`config.mk`:
```
export PLATFORM = sky130hd
export DESIGN_NAME = twi_slave_receiver
export DESIGN_NICKNAME = d
export VERILOG_FILES = /design/src/pkg/twi_sr_pkg.sv /design/src/rtl/pin_sync.sv /design/src/rtl/bus_watch.sv /design/src/rtl/twi_slave_receiver.sv
export SDC_FILE = /design/constraint.sdc
export NUM_CORES = 1
export LEC_CHECK = 0
export ABC_CLOCK_PERIOD_IN_PS = 2100
export CORE_ASPECT_RATIO = 0.75
export CORE_MARGIN = 5
export CORE_UTILIZATION = 40
export CTS_CLUSTER_SIZE = 30
export DETAILED_ROUTE_END_ITERATION = 16
export DONT_BUFFER_PORTS = 1
export SETUP_SLACK_MARGIN = 0.4
export SYNTH_ARGS = -nofsm -noshare
export SYNTH_HDL_FRONTEND = slang
export SYNTH_SLANG_ARGS = --single-unit
```
`constraint.sdc`:
```
create_clock -name clk_i -period 2.1 [get_ports clk_i]
set_input_delay 0.105 -clock clk_i [delete_from_list [all_inputs] [get_ports clk_i]]
set_output_delay 0.105 -clock clk_i [all_outputs]
set_load 0.02 [all_outputs]
```
`src/pkg/twi_sr_pkg.sv`:
```
// ************************************************************
// Constants of the two-wire slave receiver.
// ************************************************************
package twi_sr_pkg;

   // ************************************************************
   // Register byte addresses on the APB.
   // ************************************************************
   localparam logic [7:0] ADDR_OWN = 8'h00;
   localparam logic [7:0] ADDR_CTRL = 8'h04;
   localparam logic [7:0] ADDR_STAT = 8'h08;
   localparam logic [7:0] ADDR_DATA = 8'h0C;

   // ************************************************************
   // Bit positions in the serial control register.
   // ************************************************************
   localparam int CTL_FLAG = 7;
   localparam int CTL_ACK = 6;
   localparam int CTL_STA = 5;
   localparam int CTL_STO = 4;
   localparam int CTL_WC = 3;
   localparam int CTL_EN = 2;
   localparam int CTL_IE = 0;

   // Control bits that software may write directly.
   localparam logic [7:0] CTL_WMASK = 8'h75;

   // ************************************************************
   // Reset values and field constants.
   // ************************************************************
   localparam logic [7:0] OWN_RESET = 8'h00;
   localparam logic [7:0] CTL_RESET = 8'h00;
   localparam logic [7:0] DATA_RESET = 8'h00;
   localparam logic [6:0] GC_ADDR = 7'h00;
   localparam logic [2:0] LAST_BIT = 3'h7;
   localparam logic [7:0] PRESC_MASK = 8'hF8;

   // ************************************************************
   // Status codes reported after each bus event.
   // ************************************************************
   localparam logic [7:0] STS_OWN_W = 8'h60;
   localparam logic [7:0] STS_ARB_OWN_W = 8'h68;
   localparam logic [7:0] STS_GC = 8'h70;
   localparam logic [7:0] STS_ARB_GC = 8'h78;
   localparam logic [7:0] STS_DATA_ACK = 8'h80;
   localparam logic [7:0] STS_DATA_NACK = 8'h88;
   localparam logic [7:0] STS_GC_ACK = 8'h90;
   localparam logic [7:0] STS_GC_NACK = 8'h98;
   localparam logic [7:0] STS_STOP = 8'hA0;
   localparam logic [7:0] STS_IDLE = 8'hF8;

   // Phases of the slave receiver.
   typedef enum {
      PH_IDLE, PH_ADDR, PH_ACK, PH_HOLD, PH_DATA, PH_SKIP
   } phase_t;

endpackage : twi_sr_pkg

```
`src/rtl/pin_sync.sv`:
```
`timescale 1ns/1ps
// ************************************************************
// Two-flop synchroniser for the bus pins.
// ************************************************************
module pin_sync (
   // Clock and reset.
   input wire logic clk_i,
   input wire logic rst_i,
   // Raw pins and their synchronised copies.
   input wire logic [1:0] pin_i,
   output logic [1:0] pin_o
);

   logic [1:0] meta_q;
   logic [1:0] sync_q;

   // Each pin passes two flops; only the second stage is read.
   genvar g;
   generate
      for (g = 0; g < 2; g++) begin : g_sync
         always_ff @(posedge clk_i or posedge rst_i) begin
            if (rst_i) begin
               meta_q[g] <= 1'b1;
               sync_q[g] <= 1'b1;
            end else begin
               meta_q[g] <= pin_i[g];
               sync_q[g] <= meta_q[g];
            end
         end
      end
   endgenerate

   assign pin_o = sync_q;

endmodule : pin_sync

```
`src/rtl/bus_watch.sv`:
```
`timescale 1ns/1ps
// ************************************************************
// Bus event detector: clock edges, START and STOP.
// ************************************************************
module bus_watch (
   // Clock and reset.
   input wire logic clk_i,
   input wire logic rst_i,
   // Synchronised bus lines.
   input wire logic scl_i,
   input wire logic sda_i,
   // One-cycle event pulses.
   output logic rise_o,
   output logic fall_o,
   output logic start_o,
   output logic stop_o
);

   logic scl_q;
   logic sda_q;

   // Previous line levels, for edge detection.
   always_ff @(posedge clk_i or posedge rst_i) begin
      if (rst_i) begin
         scl_q <= 1'b1;
         sda_q <= 1'b1;
      end else begin
         scl_q <= scl_i;
         sda_q <= sda_i;
      end
   end

   // A data edge while the clock stays high is START or STOP.
   assign rise_o = scl_i && !scl_q;
   assign fall_o = !scl_i && scl_q;
   assign start_o = scl_i && scl_q && sda_q && !sda_i;
   assign stop_o = scl_i && scl_q && !sda_q && sda_i;

endmodule : bus_watch

```
`src/rtl/twi_slave_receiver.sv`:
```
`timescale 1ns/1ps
// What this block does
// - Upper seven address bits form own address.
// - Address bit zero enables general call.
// - Acknowledge only when enabled and ack enabled.
// - Write bit enters receive, read enters transmit.
// - Address with write sets flag and status.
// - Arbitration loss then addressed reports 0x68/0x78.
// - Cleared ack enable gives NACK next byte.
// - Ack enable zero isolates; setting it resumes.
// - Deep sleep match wakes part, holds clock.
// - Writing one clears flag, releasing clock.
// - Data register may be stale after wake.
// - Own address acked gives 0x60.
// - Arbitration lost then own address gives 0x68.
// - General call acked gives 0x70.
// - Arbitration lost then general call gives 0x78.
// - Acked own data gives 0x80, readable.
// - Nacked own data gives 0x88, then unaddressed.
// - Unaddressed mode recognises per ack and enables.
// - General call data gives 0x90 or 0x98.
// - STOP or repeated START while addressed: 0xA0.
module twi_slave_receiver (
   // Clock and reset.
   input wire logic clk_i,
   input wire logic rst_i,
   // APB register port.
   input wire logic psel_i,
   input wire logic penable_i,
   input wire logic pwrite_i,
   input wire logic [7:0] paddr_i,
   input wire logic [31:0] pwdata_i,
   output logic [31:0] prdata_o,
   output logic pready_o,
   output logic pslverr_o,
   // Two-wire bus pins.
   input wire logic scl_i,
   output logic scl_o,
   output logic scl_oe_o,
   input wire logic sda_i,
   output logic sda_o,
   output logic sda_oe_o,
   // Neighbouring logic of the part.
   input wire logic arb_lost_i,
   input wire logic deep_sleep_i,
   output logic wake_o,
   output logic slave_transmit_mode_o,
   output logic start_pending_o
);

   // ************************************************************
   // State of the block.
   // ************************************************************
   typedef struct packed {
      twi_sr_pkg::phase_t ph;
      logic [7:0] own_slave_address;
      logic [7:0] serial_control;
      logic [7:0] serial_status_reg;
      logic [7:0] serial_data_reg;
      logic [7:0] shift;
      logic [7:0] code;
      logic [2:0] cnt;
      logic got8;
      logic gc;
      logic addressed;
      logic arb;
      logic ack_next;
      logic nack_end;
      logic slave_tx;
      logic wake;
      logic busy;
      logic start_pend;
      logic scl_oe;
      logic sda_oe;
      logic pready;
      logic pslverr;
      logic [31:0] prdata;
   } state_t;

   state_t q;
   state_t d;

   logic [1:0] pins_sync;
   logic rise;
   logic fall;
   logic start_ev;
   logic stop_ev;

   // ************************************************************
   // Pin synchronisation and bus event detection.
   // ************************************************************
   pin_sync u_sync (
      .clk_i(clk_i),
      .rst_i(rst_i),
      .pin_i({scl_i, sda_i}),
      .pin_o(pins_sync)
   );

   bus_watch u_watch (
      .clk_i(clk_i),
      .rst_i(rst_i),
      .scl_i(pins_sync[1]),
      .sda_i(pins_sync[0]),
      .rise_o(rise),
      .fall_o(fall),
      .start_o(start_ev),
      .stop_o(stop_ev)
   );

   // Register hit test, shared by the read and write paths.
   function automatic logic reg_hit(input logic [7:0] a);
      reg_hit = (a == twi_sr_pkg::ADDR_OWN) ||
                (a == twi_sr_pkg::ADDR_CTRL) ||
                (a == twi_sr_pkg::ADDR_STAT) ||
                (a == twi_sr_pkg::ADDR_DATA);
   endfunction : reg_hit

   // ************************************************************
   // Next-state logic.
   // ************************************************************
   always_comb begin
      logic wr;
      logic fclr;
      logic en;
      logic ack;
      logic own_hit;
      logic gc_hit;
      logic recog;
      d = q;
      wr = 1'b0;
      fclr = 1'b0;
      en = q.serial_control[twi_sr_pkg::CTL_EN];
      ack = q.serial_control[twi_sr_pkg::CTL_ACK];
      own_hit = 1'b0;
      gc_hit = 1'b0;
      recog = 1'b0;
      d.pready = 1'b0;
      d.pslverr = 1'b0;

      // Setup phase: prepare read data and answer in the next cycle.
      if (psel_i && !penable_i) begin
         d.pready = 1'b1;
         d.pslverr = !reg_hit(paddr_i);
         d.prdata = 32'h0000_0000;
         case (paddr_i)
            twi_sr_pkg::ADDR_OWN:
               d.prdata[7:0] = q.own_slave_address;
            twi_sr_pkg::ADDR_CTRL:
               d.prdata[7:0] = q.serial_control;
            twi_sr_pkg::ADDR_STAT:
               d.prdata[7:0] = q.serial_status_reg &
                               twi_sr_pkg::PRESC_MASK;
            twi_sr_pkg::ADDR_DATA:
               d.prdata[7:0] = q.serial_data_reg;
            default:
               d.prdata = 32'h0000_0000;
         endcase
      end

      // Access phase: a write takes effect on the pready edge.
      wr = psel_i && penable_i && pwrite_i && q.pready && !q.pslverr;
      if (wr) begin
         case (paddr_i)
            twi_sr_pkg::ADDR_OWN:
               d.own_slave_address = pwdata_i[7:0];
            twi_sr_pkg::ADDR_CTRL: begin
               d.serial_control =
                  (q.serial_control & ~twi_sr_pkg::CTL_WMASK) |
                  (pwdata_i[7:0] & twi_sr_pkg::CTL_WMASK);
               if (pwdata_i[twi_sr_pkg::CTL_FLAG]) begin
                  d.serial_control[twi_sr_pkg::CTL_FLAG] = 1'b0;
                  fclr = q.serial_control[twi_sr_pkg::CTL_FLAG];
               end
            end
            twi_sr_pkg::ADDR_DATA: begin
               d.serial_data_reg = pwdata_i[7:0];
               d.serial_control[twi_sr_pkg::CTL_WC] =
                  !q.serial_control[twi_sr_pkg::CTL_FLAG];
            end
            default: begin
            end
         endcase
      end

      // Arbitration loss from the master side is remembered.
      if (arb_lost_i) begin
         d.arb = 1'b1;
      end

      // Bus busy between START and STOP.
      if (start_ev) begin
         d.busy = 1'b1;
      end else if (stop_ev) begin
         d.busy = 1'b0;
      end

      // ************************************************************
      // Bus protocol; hardware flag sets come after software clears.
      // ************************************************************
      if (!en) begin
         d.ph = twi_sr_pkg::PH_IDLE;
         d.scl_oe = 1'b0;
         d.sda_oe = 1'b0;
         d.addressed = 1'b0;
         d.wake = 1'b0;
      end else if ((start_ev || stop_ev) && q.ph != twi_sr_pkg::PH_HOLD) begin
         if (q.addressed) begin
            d.serial_control[twi_sr_pkg::CTL_FLAG] = 1'b1;
            d.serial_status_reg = twi_sr_pkg::STS_STOP;
            d.addressed = 1'b0;
         end
         d.sda_oe = 1'b0;
         d.slave_tx = 1'b0;
         d.cnt = 3'h0;
         d.got8 = 1'b0;
         d.ph = start_ev ? twi_sr_pkg::PH_ADDR : twi_sr_pkg::PH_IDLE;
      end else begin
         case (q.ph)
            twi_sr_pkg::PH_ADDR, twi_sr_pkg::PH_DATA: begin
               // Sample one bit on each rising clock edge.
               if (rise) begin
                  d.shift = {q.shift[6:0], pins_sync[0]};
                  d.cnt = q.cnt + 3'h1;
                  d.got8 = (q.cnt == twi_sr_pkg::LAST_BIT);
               end
               if (fall && q.got8) begin
                  d.got8 = 1'b0;
                  if (q.ph == twi_sr_pkg::PH_ADDR) begin
                     own_hit = q.shift[7:1] ==
                               q.own_slave_address[7:1];
                     gc_hit = (q.shift[7:1] == twi_sr_pkg::GC_ADDR) &&
                              q.own_slave_address[0];
                     recog = ack && (own_hit || gc_hit);
                     if (recog && !q.shift[0]) begin
                        d.ph = twi_sr_pkg::PH_ACK;
                        d.sda_oe = 1'b1;
                        d.addressed = 1'b1;
                        d.nack_end = 1'b0;
                        d.gc = gc_hit && !own_hit;
                        if (gc_hit && !own_hit) begin
                           d.code = q.arb ? twi_sr_pkg::STS_ARB_GC
                                          : twi_sr_pkg::STS_GC;
                        end else begin
                           d.code = q.arb ? twi_sr_pkg::STS_ARB_OWN_W
                                          : twi_sr_pkg::STS_OWN_W;
                        end
                        d.arb = 1'b0;
                        d.wake = deep_sleep_i;
                     end else if (recog) begin
                        d.slave_tx = 1'b1;
                        d.ph = twi_sr_pkg::PH_SKIP;
                     end else begin
                        d.ph = twi_sr_pkg::PH_SKIP;
                     end
                  end else begin
                     // The byte is readable once the flag is raised.
                     d.serial_data_reg = q.shift;
                     d.sda_oe = q.ack_next;
                     d.nack_end = !q.ack_next;
                     d.ph = twi_sr_pkg::PH_ACK;
                     if (q.gc) begin
                        d.code = q.ack_next ? twi_sr_pkg::STS_GC_ACK
                                            : twi_sr_pkg::STS_GC_NACK;
                     end else begin
                        d.code = q.ack_next ? twi_sr_pkg::STS_DATA_ACK
                                            : twi_sr_pkg::STS_DATA_NACK;
                     end
                  end
               end
            end
            twi_sr_pkg::PH_ACK: begin
               // End of the acknowledge clock: report and stretch.
               if (fall) begin
                  d.sda_oe = 1'b0;
                  d.serial_control[twi_sr_pkg::CTL_FLAG] = 1'b1;
                  d.serial_status_reg = q.code;
                  d.scl_oe = 1'b1;
                  d.ph = twi_sr_pkg::PH_HOLD;
               end
            end
            twi_sr_pkg::PH_HOLD: begin
               // The clock stays low until software clears the flag.
               if (fclr) begin
                  d.scl_oe = 1'b0;
                  d.wake = 1'b0;
                  d.serial_status_reg = twi_sr_pkg::STS_IDLE;
                  d.ack_next = d.serial_control[twi_sr_pkg::CTL_ACK];
                  d.cnt = 3'h0;
                  if (q.nack_end) begin
                     d.addressed = 1'b0;
                     d.nack_end = 1'b0;
                     d.ph = twi_sr_pkg::PH_SKIP;
                  end else begin
                     d.ph = twi_sr_pkg::PH_DATA;
                  end
               end
            end
            twi_sr_pkg::PH_IDLE, twi_sr_pkg::PH_SKIP: begin
               // Not addressed: only START and STOP are watched.
               d.sda_oe = 1'b0;
            end
            default: begin
               d.ph = twi_sr_pkg::PH_IDLE;
            end
         endcase
      end

      // Clearing the flag returns the status to idle; a new report wins.
      if (fclr && q.ph != twi_sr_pkg::PH_HOLD &&
          !d.serial_control[twi_sr_pkg::CTL_FLAG]) begin
         d.serial_status_reg = twi_sr_pkg::STS_IDLE;
      end

      // A queued START waits for a free bus.
      d.start_pend = d.serial_control[twi_sr_pkg::CTL_STA] &&
                     en && !d.busy;
   end

   // ************************************************************
   // State register.
   // ************************************************************
   always_ff @(posedge clk_i or posedge rst_i) begin
      if (rst_i) begin
         q <= '0;
         q.ph <= twi_sr_pkg::PH_IDLE;
         q.own_slave_address <= twi_sr_pkg::OWN_RESET;
         q.serial_control <= twi_sr_pkg::CTL_RESET;
         q.serial_status_reg <= twi_sr_pkg::STS_IDLE;
         q.serial_data_reg <= twi_sr_pkg::DATA_RESET;
      end else begin
         q <= d;
      end
   end

   // ************************************************************
   // Outputs from the state register; scl_o and sda_o are tied low.
   // ************************************************************
   assign prdata_o = q.prdata;
   assign pready_o = q.pready;
   assign pslverr_o = q.pslverr;
   assign scl_o = 1'b0;
   assign sda_o = 1'b0;
   assign scl_oe_o = q.scl_oe;
   assign sda_oe_o = q.sda_oe;
   assign wake_o = q.wake;
   assign slave_transmit_mode_o = q.slave_tx;
   assign start_pending_o = q.start_pend;

endmodule : twi_slave_receiver

```
# [After elaboration in Yosys (flattened, before gate mapping)]
# Cells that the tools add are included.
[classes] n_eq_ne=40 bitwise=2 n_reduce_logical=72 addsub=1 muxes=93
[op_table] operator="2-to-1 mux 32 bit" n=6
[op_table] operator="one-hot mux 32 bit (4 select lines)" n=1
[op_table] operator="2-to-1 mux 8 bit" n=14
[op_table] operator="equality test 32 x 2 -> 1 bit (second input constant)" n=3
[op_table] operator="equality test 32 x 3 -> 1 bit (second input constant)" n=2
[op_table] operator="2-to-1 mux 24 bit" n=2
[op_table] operator="2-to-1 mux 37 bit" n=1
[op_table] operator="2-to-1 mux 1 bit" n=36
[op_table] operator="2-to-1 mux 4 bit" n=9
[op_table] operator="2-to-1 mux 34 bit" n=1
[op_table] operator="equality test 32 x 1 -> 1 bit (second input constant)" n=1
[op_table] operator="logical NOT 32 bit" n=1
[op_table] operator="inequality test 32 x 3 -> 1 bit (second input constant)" n=1
[op_table] operator="inequality test 4 bit (second input constant)" n=8
[op_table] operator="one-hot mux 8 bit (4 select lines)" n=1
[op_table] operator="AND reduction 6 bit" n=5
[op_table] operator="inequality test 3 bit (second input constant)" n=9
[op_table] operator="AND reduction 4 bit" n=6
[op_table] operator="logical AND 1 bit" n=22
[op_table] operator="2-to-1 mux 3 bit" n=7
[op_table] operator="equality test 8 x 4 -> 1 bit (second input constant)" n=2
[op_table] operator="one-hot mux 8 bit (2 select lines)" n=1
[op_table] operator="nonzero test 2 bit" n=7
[op_table] operator="logical NOT 1 bit" n=13
[op_table] operator="other kinds (27)" n=49
[totals] ff_bits=111 out_inout_bits=41 wordCells=239

# [Depth between registers and ports, before layout]
[depth] word_depth=13 depth_mapped=7 depth_no_buf=6

# [Hierarchy]
# A second synthesis with hierarchy kept.
[unflattened] hier_cells=402 area_unflattened_um2=4241.6
[by_module_without_submodules] module="twi_slave_receiver" cells_each=390 area_each_um2=4043.9 n_inst=1
[by_module_without_submodules] module="pin_sync" cells_each=5 area_each_um2=108.9 n_inst=1
[by_module_without_submodules] module="bus_watch" cells_each=7 area_each_um2=88.8 n_inst=1

# [Worst setup path before layout]
# Ideal clock, no wire load.
[synth_timing] path_type="flip-flop to flip-flop" start="register u_sync.sync_q[1] (netlist: u_sync.pin_o[1])" end="register q[48] (netlist bit)" stages_incl_launch_ff=7 required_ps=2034 arrival_ps=1824 slack_ps=210 period_less_slack_ps=1890 cell_sequence="dfstp_2 -> clkbuf_1 -> inv_1 -> a2111oi_1 -> and2_1 -> buf_2 -> a22o_1"
[synth_via] elab_chain_cells=7
[synth_rtl] element="start: declaration" line_no="pin_sync.sv:15" text="logic [1:0] sync_q;"
[synth_rtl] element="start signal: indexed assignment" line_no="pin_sync.sv:27" text="sync_q[g] <= meta_q[g];"
[synth_rtl] element="logical AND 1 bit" line_no="bus_watch.sv:36, bus_watch.sv:37"
[synth_rtl] element="logical AND 1 bit, on equally long branches (2 in a row)" line_no="bus_watch.sv:36, bus_watch.sv:37"
[synth_rtl] element="logical OR 1 bit" line_no="twi_slave_receiver.sv:206" text="end else if ((start_ev || stop_ev) && q.ph != twi_sr_pkg::PH_HOLD) begin"
[synth_rtl] element="logical AND 1 bit" line_no="twi_slave_receiver.sv:206"
[synth_rtl] element="inequality test 3 bit (no line) or nonzero test 3 bit (tied branches)"
[synth_rtl] element="AND reduction 4 bit (no line)"
[synth_rtl] element="end: declaration" line_no="twi_slave_receiver.sv:80" text="state_t q;"
# Parallel ways exist; a longest one is shown, timed or not.
# A chain may end at the register's enable or synchronous reset.

# [Final worst setup path]
[layout_timing] start="register q[99] (netlist bit)" end="register q[46] (netlist bit)"
[layout_via] elab_chain_cells=4
[layout_rtl] element="equality test 32 x 1 -> 1 bit (tied with other cells)" line_no="twi_slave_receiver.sv:218" text="case (q.ph)"
[layout_rtl] element="OR reduction 2 bit or logical AND 1 bit (tied branches)"
[layout_rtl] element="inequality test 3 bit (no line) (tied with other cells)"
[layout_rtl] element="AND reduction 4 bit (no line) or 2-to-1 mux 4 bit (tied branches)"
# Parallel ways exist; a longest one is shown, timed or not.

==> impl_metrics.env <==
export IMPL_status="completed"
export IMPL_clockBufferDepth=2
export IMPL_ys_ff_latch=74
export IMPL_gp_congestion=0.884
export IMPL_synth_top_area_cell="dfrtp_1"
export IMPL_grt_max_degree=56
export IMPL_finalClockSkew_ns=0.00577
export IMPL_drive_gt1_share_pct=36.3
export IMPL_synth_warnings=0
export IMPL_fmax_mhz=530
export IMPL_async_reset_ff_share_pct=100
export IMPL_vias=3441
export IMPL_worstRegToRegCells=6
export IMPL_ys_top_cells_by_area="dfrtp_1 38%, dfstp_2 7.0%, buf_4 6.2%"
export IMPL_crit_slowest_cell="dfrtp_1"
export IMPL_start_util_pct=40.5
export IMPL_fillers=887
export IMPL_path_cells="buf_4 -> nand3b_1 -> buf_4 -> nand2_1 -> o211ai_1 -> mux2_4"
export IMPL_rr_endpoint="q[46]"
export IMPL_synth_edf_count=0
export IMPL_synth_top_area_share_pct=38.3
export IMPL_grt_pass1_wl_um=18300
export IMPL_ys_types=66
export IMPL_end_kind="flip-flop"
export IMPL_avgSynthCellArea_sq_um=9.86
export IMPL_setup_viol=0
export IMPL_wl_per_cell_um=18.7
export IMPL_port_buffers=0
export IMPL_tns_ns=0
export IMPL_layout_commonest_cell="buf_4"
export IMPL_crit_top_cell="buf_4"
export IMPL_power_internal_mw=2.81
export IMPL_num_io_pins=90
export IMPL_syn_instance_count=418
export IMPL_min_delay_path_class="input port to flip-flop"
export IMPL_p_per_area_nw_per_um2=659
export IMPL_rsz0062_at_grt="yes"
export IMPL_netlist_area_sq_um=4120
export IMPL_fin_nets=536
export IMPL_grt_ovfl_total=0
export IMPL_cts_made_buffers=9
export IMPL_fin_crit_ns=1.89
export IMPL_dpl_hpwl_um=7710
export IMPL_drt_iter0_markers=198
export IMPL_p_leak_nw=2.39
export IMPL_peakVddDrop_uv=354
export IMPL_timing_worst_setup_path_type="flip-flop to flip-flop"
export IMPL_place_ws_ns=0.0578
export IMPL_fp_dieW_um=127
export IMPL_hold_path_end="prdata_o[0]"
export IMPL_clk_latency_ns=0.34
export IMPL_vias_per_cell=5.49
export IMPL_route_detailed_drc=0
export IMPL_antenna_left=0
export IMPL_fin_crit_sh_pct=89.9
export IMPL_cts_tree="yes"
export IMPL_sw_frac_of_total_pct=21.9
export IMPL_slew_violations=0
export IMPL_ctsRootBufferMaster="clkbuf_16"
export IMPL_worstReg2RegStart="q[99]"
export IMPL_synth_main_ff_cell="dfrtp_1"
export IMPL_p_clk_share_pct=53.7
export IMPL_rows=32
export IMPL_hold_viol=0
export IMPL_seqPwrFrac_pct=40.6
export IMPL_core_area_sq_um=10200
export IMPL_dr_pass1_iters=5
export IMPL_antenna_found_initial=1
export IMPL_yosysSeqAreaShare_pct=45.3
export IMPL_crit_start="q[99]"
export IMPL_area_growth_pct=32.5
export IMPL_grt_pass1_vias=3330
export IMPL_crit_arrival_ns=2.11
export IMPL_layout_setup_ws_ns=0.213
export IMPL_htree_num_levels=3
export IMPL_slowest_delay_ns=0.41
export IMPL_clk_pin_slew_ns=0.06
export IMPL_critical_path_buf_inv_count=2
export IMPL_min_from="paddr_i[3]"
export IMPL_final_cell_mix="59 x buf_4, 55 x nand2_1, 52 x dfrtp_1, 27 x nor2_1, 26 x conb_1"
export IMPL_maxCapViolCount=0
export IMPL_die_area_sq_um=12500
export IMPL_startpoint_type="flip-flop"
export IMPL_holdPathStages=2
export IMPL_p_comb_share_pct=5.7
export IMPL_grtUsageTotal_pct=18.9
export IMPL_wl_um=11700
export IMPL_crit_fanout=11
export IMPL_r2r_setup_slack_ns=0.21
export IMPL_switchingPower_mw=0.790
export IMPL_cpLargestDelayFamily="simple AND/OR/NAND/NOR gates"
export IMPL_die_height_um=97.9
export IMPL_required_ns=2.32
export IMPL_clkSinkCount=74
area by class of cell:
class | count | area (sq um) | share of cell area (%)
well taps | 136 | 170 | 3.12
flip-flops and latches | 74 | 1880 | 34.4
clock buffers | 10 | 229 | 4.19
repair buffers | 83 | 721 | 13.2
multi-input cells | 309 | 2290 | 41.9
clock inverters | 6 | 138 | 2.52
diodes | 1 | 2.50 | 0.0458
inverters | 8 | 33.8 | 0.619
worst max path at each step:
stage / cells after the start / to
6_report: 6 / q[46]
5_1_grt: 7 / q[97]
4_1_cts: 6 / q[99]
3_5_place_dp: 7 / q[44]
3_3_place_gp: 7 / q[44]
2_1_floorplan: 6 / q[46]
Yosys cell counts, drive strengths merged, types with 3 or more instances:
library cell and number:
nor2 33, nand4 3, xnor2 6, inv 8, mux4 5, mux2 12, a21boi 3, nand2b 4
nand2 62, o211ai 4, a22o 8, buf 39, a21oi 25, a2111oi 3, dfstp 11, dfrtp 63
nor4 4, o31ai 6, and3 3, nor3 4, clkbuf 13, mux2i 15, nand3 7, a31oi 7
nor2b 5, o21ai 26
sequential cells by signal, summed over array words and instances, names as in the netlist:
signal,count
pslverr_o,1
prdata_o,8
scl_oe_o,1
slave_transmit_mode_o,1
u_watch.scl_q,1
u_sync.pin_o,2
wake_o,1
start_pending_o,1
u_watch.sda_q,1
u_sync.meta_q,2
sda_oe_o,1
pready_o,1
q,53
logic make-up after synthesis:
logic type / after synthesis / share of synthesized area, %
adder cells (fa/ha/maj): 2 / 0.607
flip-flops: 74 / 45.3
buffers and inverters: 60 / 8.72
AO/OA/AOI/OAI: 102 / 16.2
other: 1 / 0.0910
multiplexers: 32 / 9.66
XOR/XNOR: 8 / 1.70
AND/OR/NAND/NOR: 139 / 17.7
power by group through the flow:
| stage | clock network (mW) | logic (mW) | registers (mW) |
|---|---|---|---|
| after floorplan | 0 | 0.168 | 1.48 |
| after global placement | 0 | 0.144 | 1.49 |
| after detailed placement | 0 | 0.144 | 1.49 |
| after CTS | 1.96 | 0.192 | 1.46 |
| after global routing | 2.01 | 0.223 | 1.46 |
| final | 1.93 | 0.206 | 1.46 |
routing by layer:
metal	wire length (um)	vias up	global-route usage, %	share of wire (%)
li1	-	1581	-	-
met2	5320	134	28.5	45
met4	152	0	5.03	1.3
met3	916	17	5.63	7.8
met1	5340	1709	26.5	46
met5	0	-	0	0
metrics by stage:
stage	instances	hold slack, ns	total power, mW	util [%]	instance area (sq um)
2_1_floorplan	443	0.109	1.65	-	4260
3_3_place_gp	564	0.0304	1.63	43.0	4380
3_5_place_dp	564	0.0262	1.63	43.0	4380
4_1_cts	616	0.00640	3.61	51.8	5270
5_1_grt	627	0.00861	3.70	53.7	5460
6_report	627	0.0113	3.60	53.7	5460
timing repair:
item,4_1_cts,5_1_grt
hold endpoints to repair,47,0
setup endpoints to repair,42,46
buffers inserted,21,10
pin swaps,21,14
resized for setup,46,32
hold buffers,15,0
Note: power is estimated with default switching activity, not from simulation.
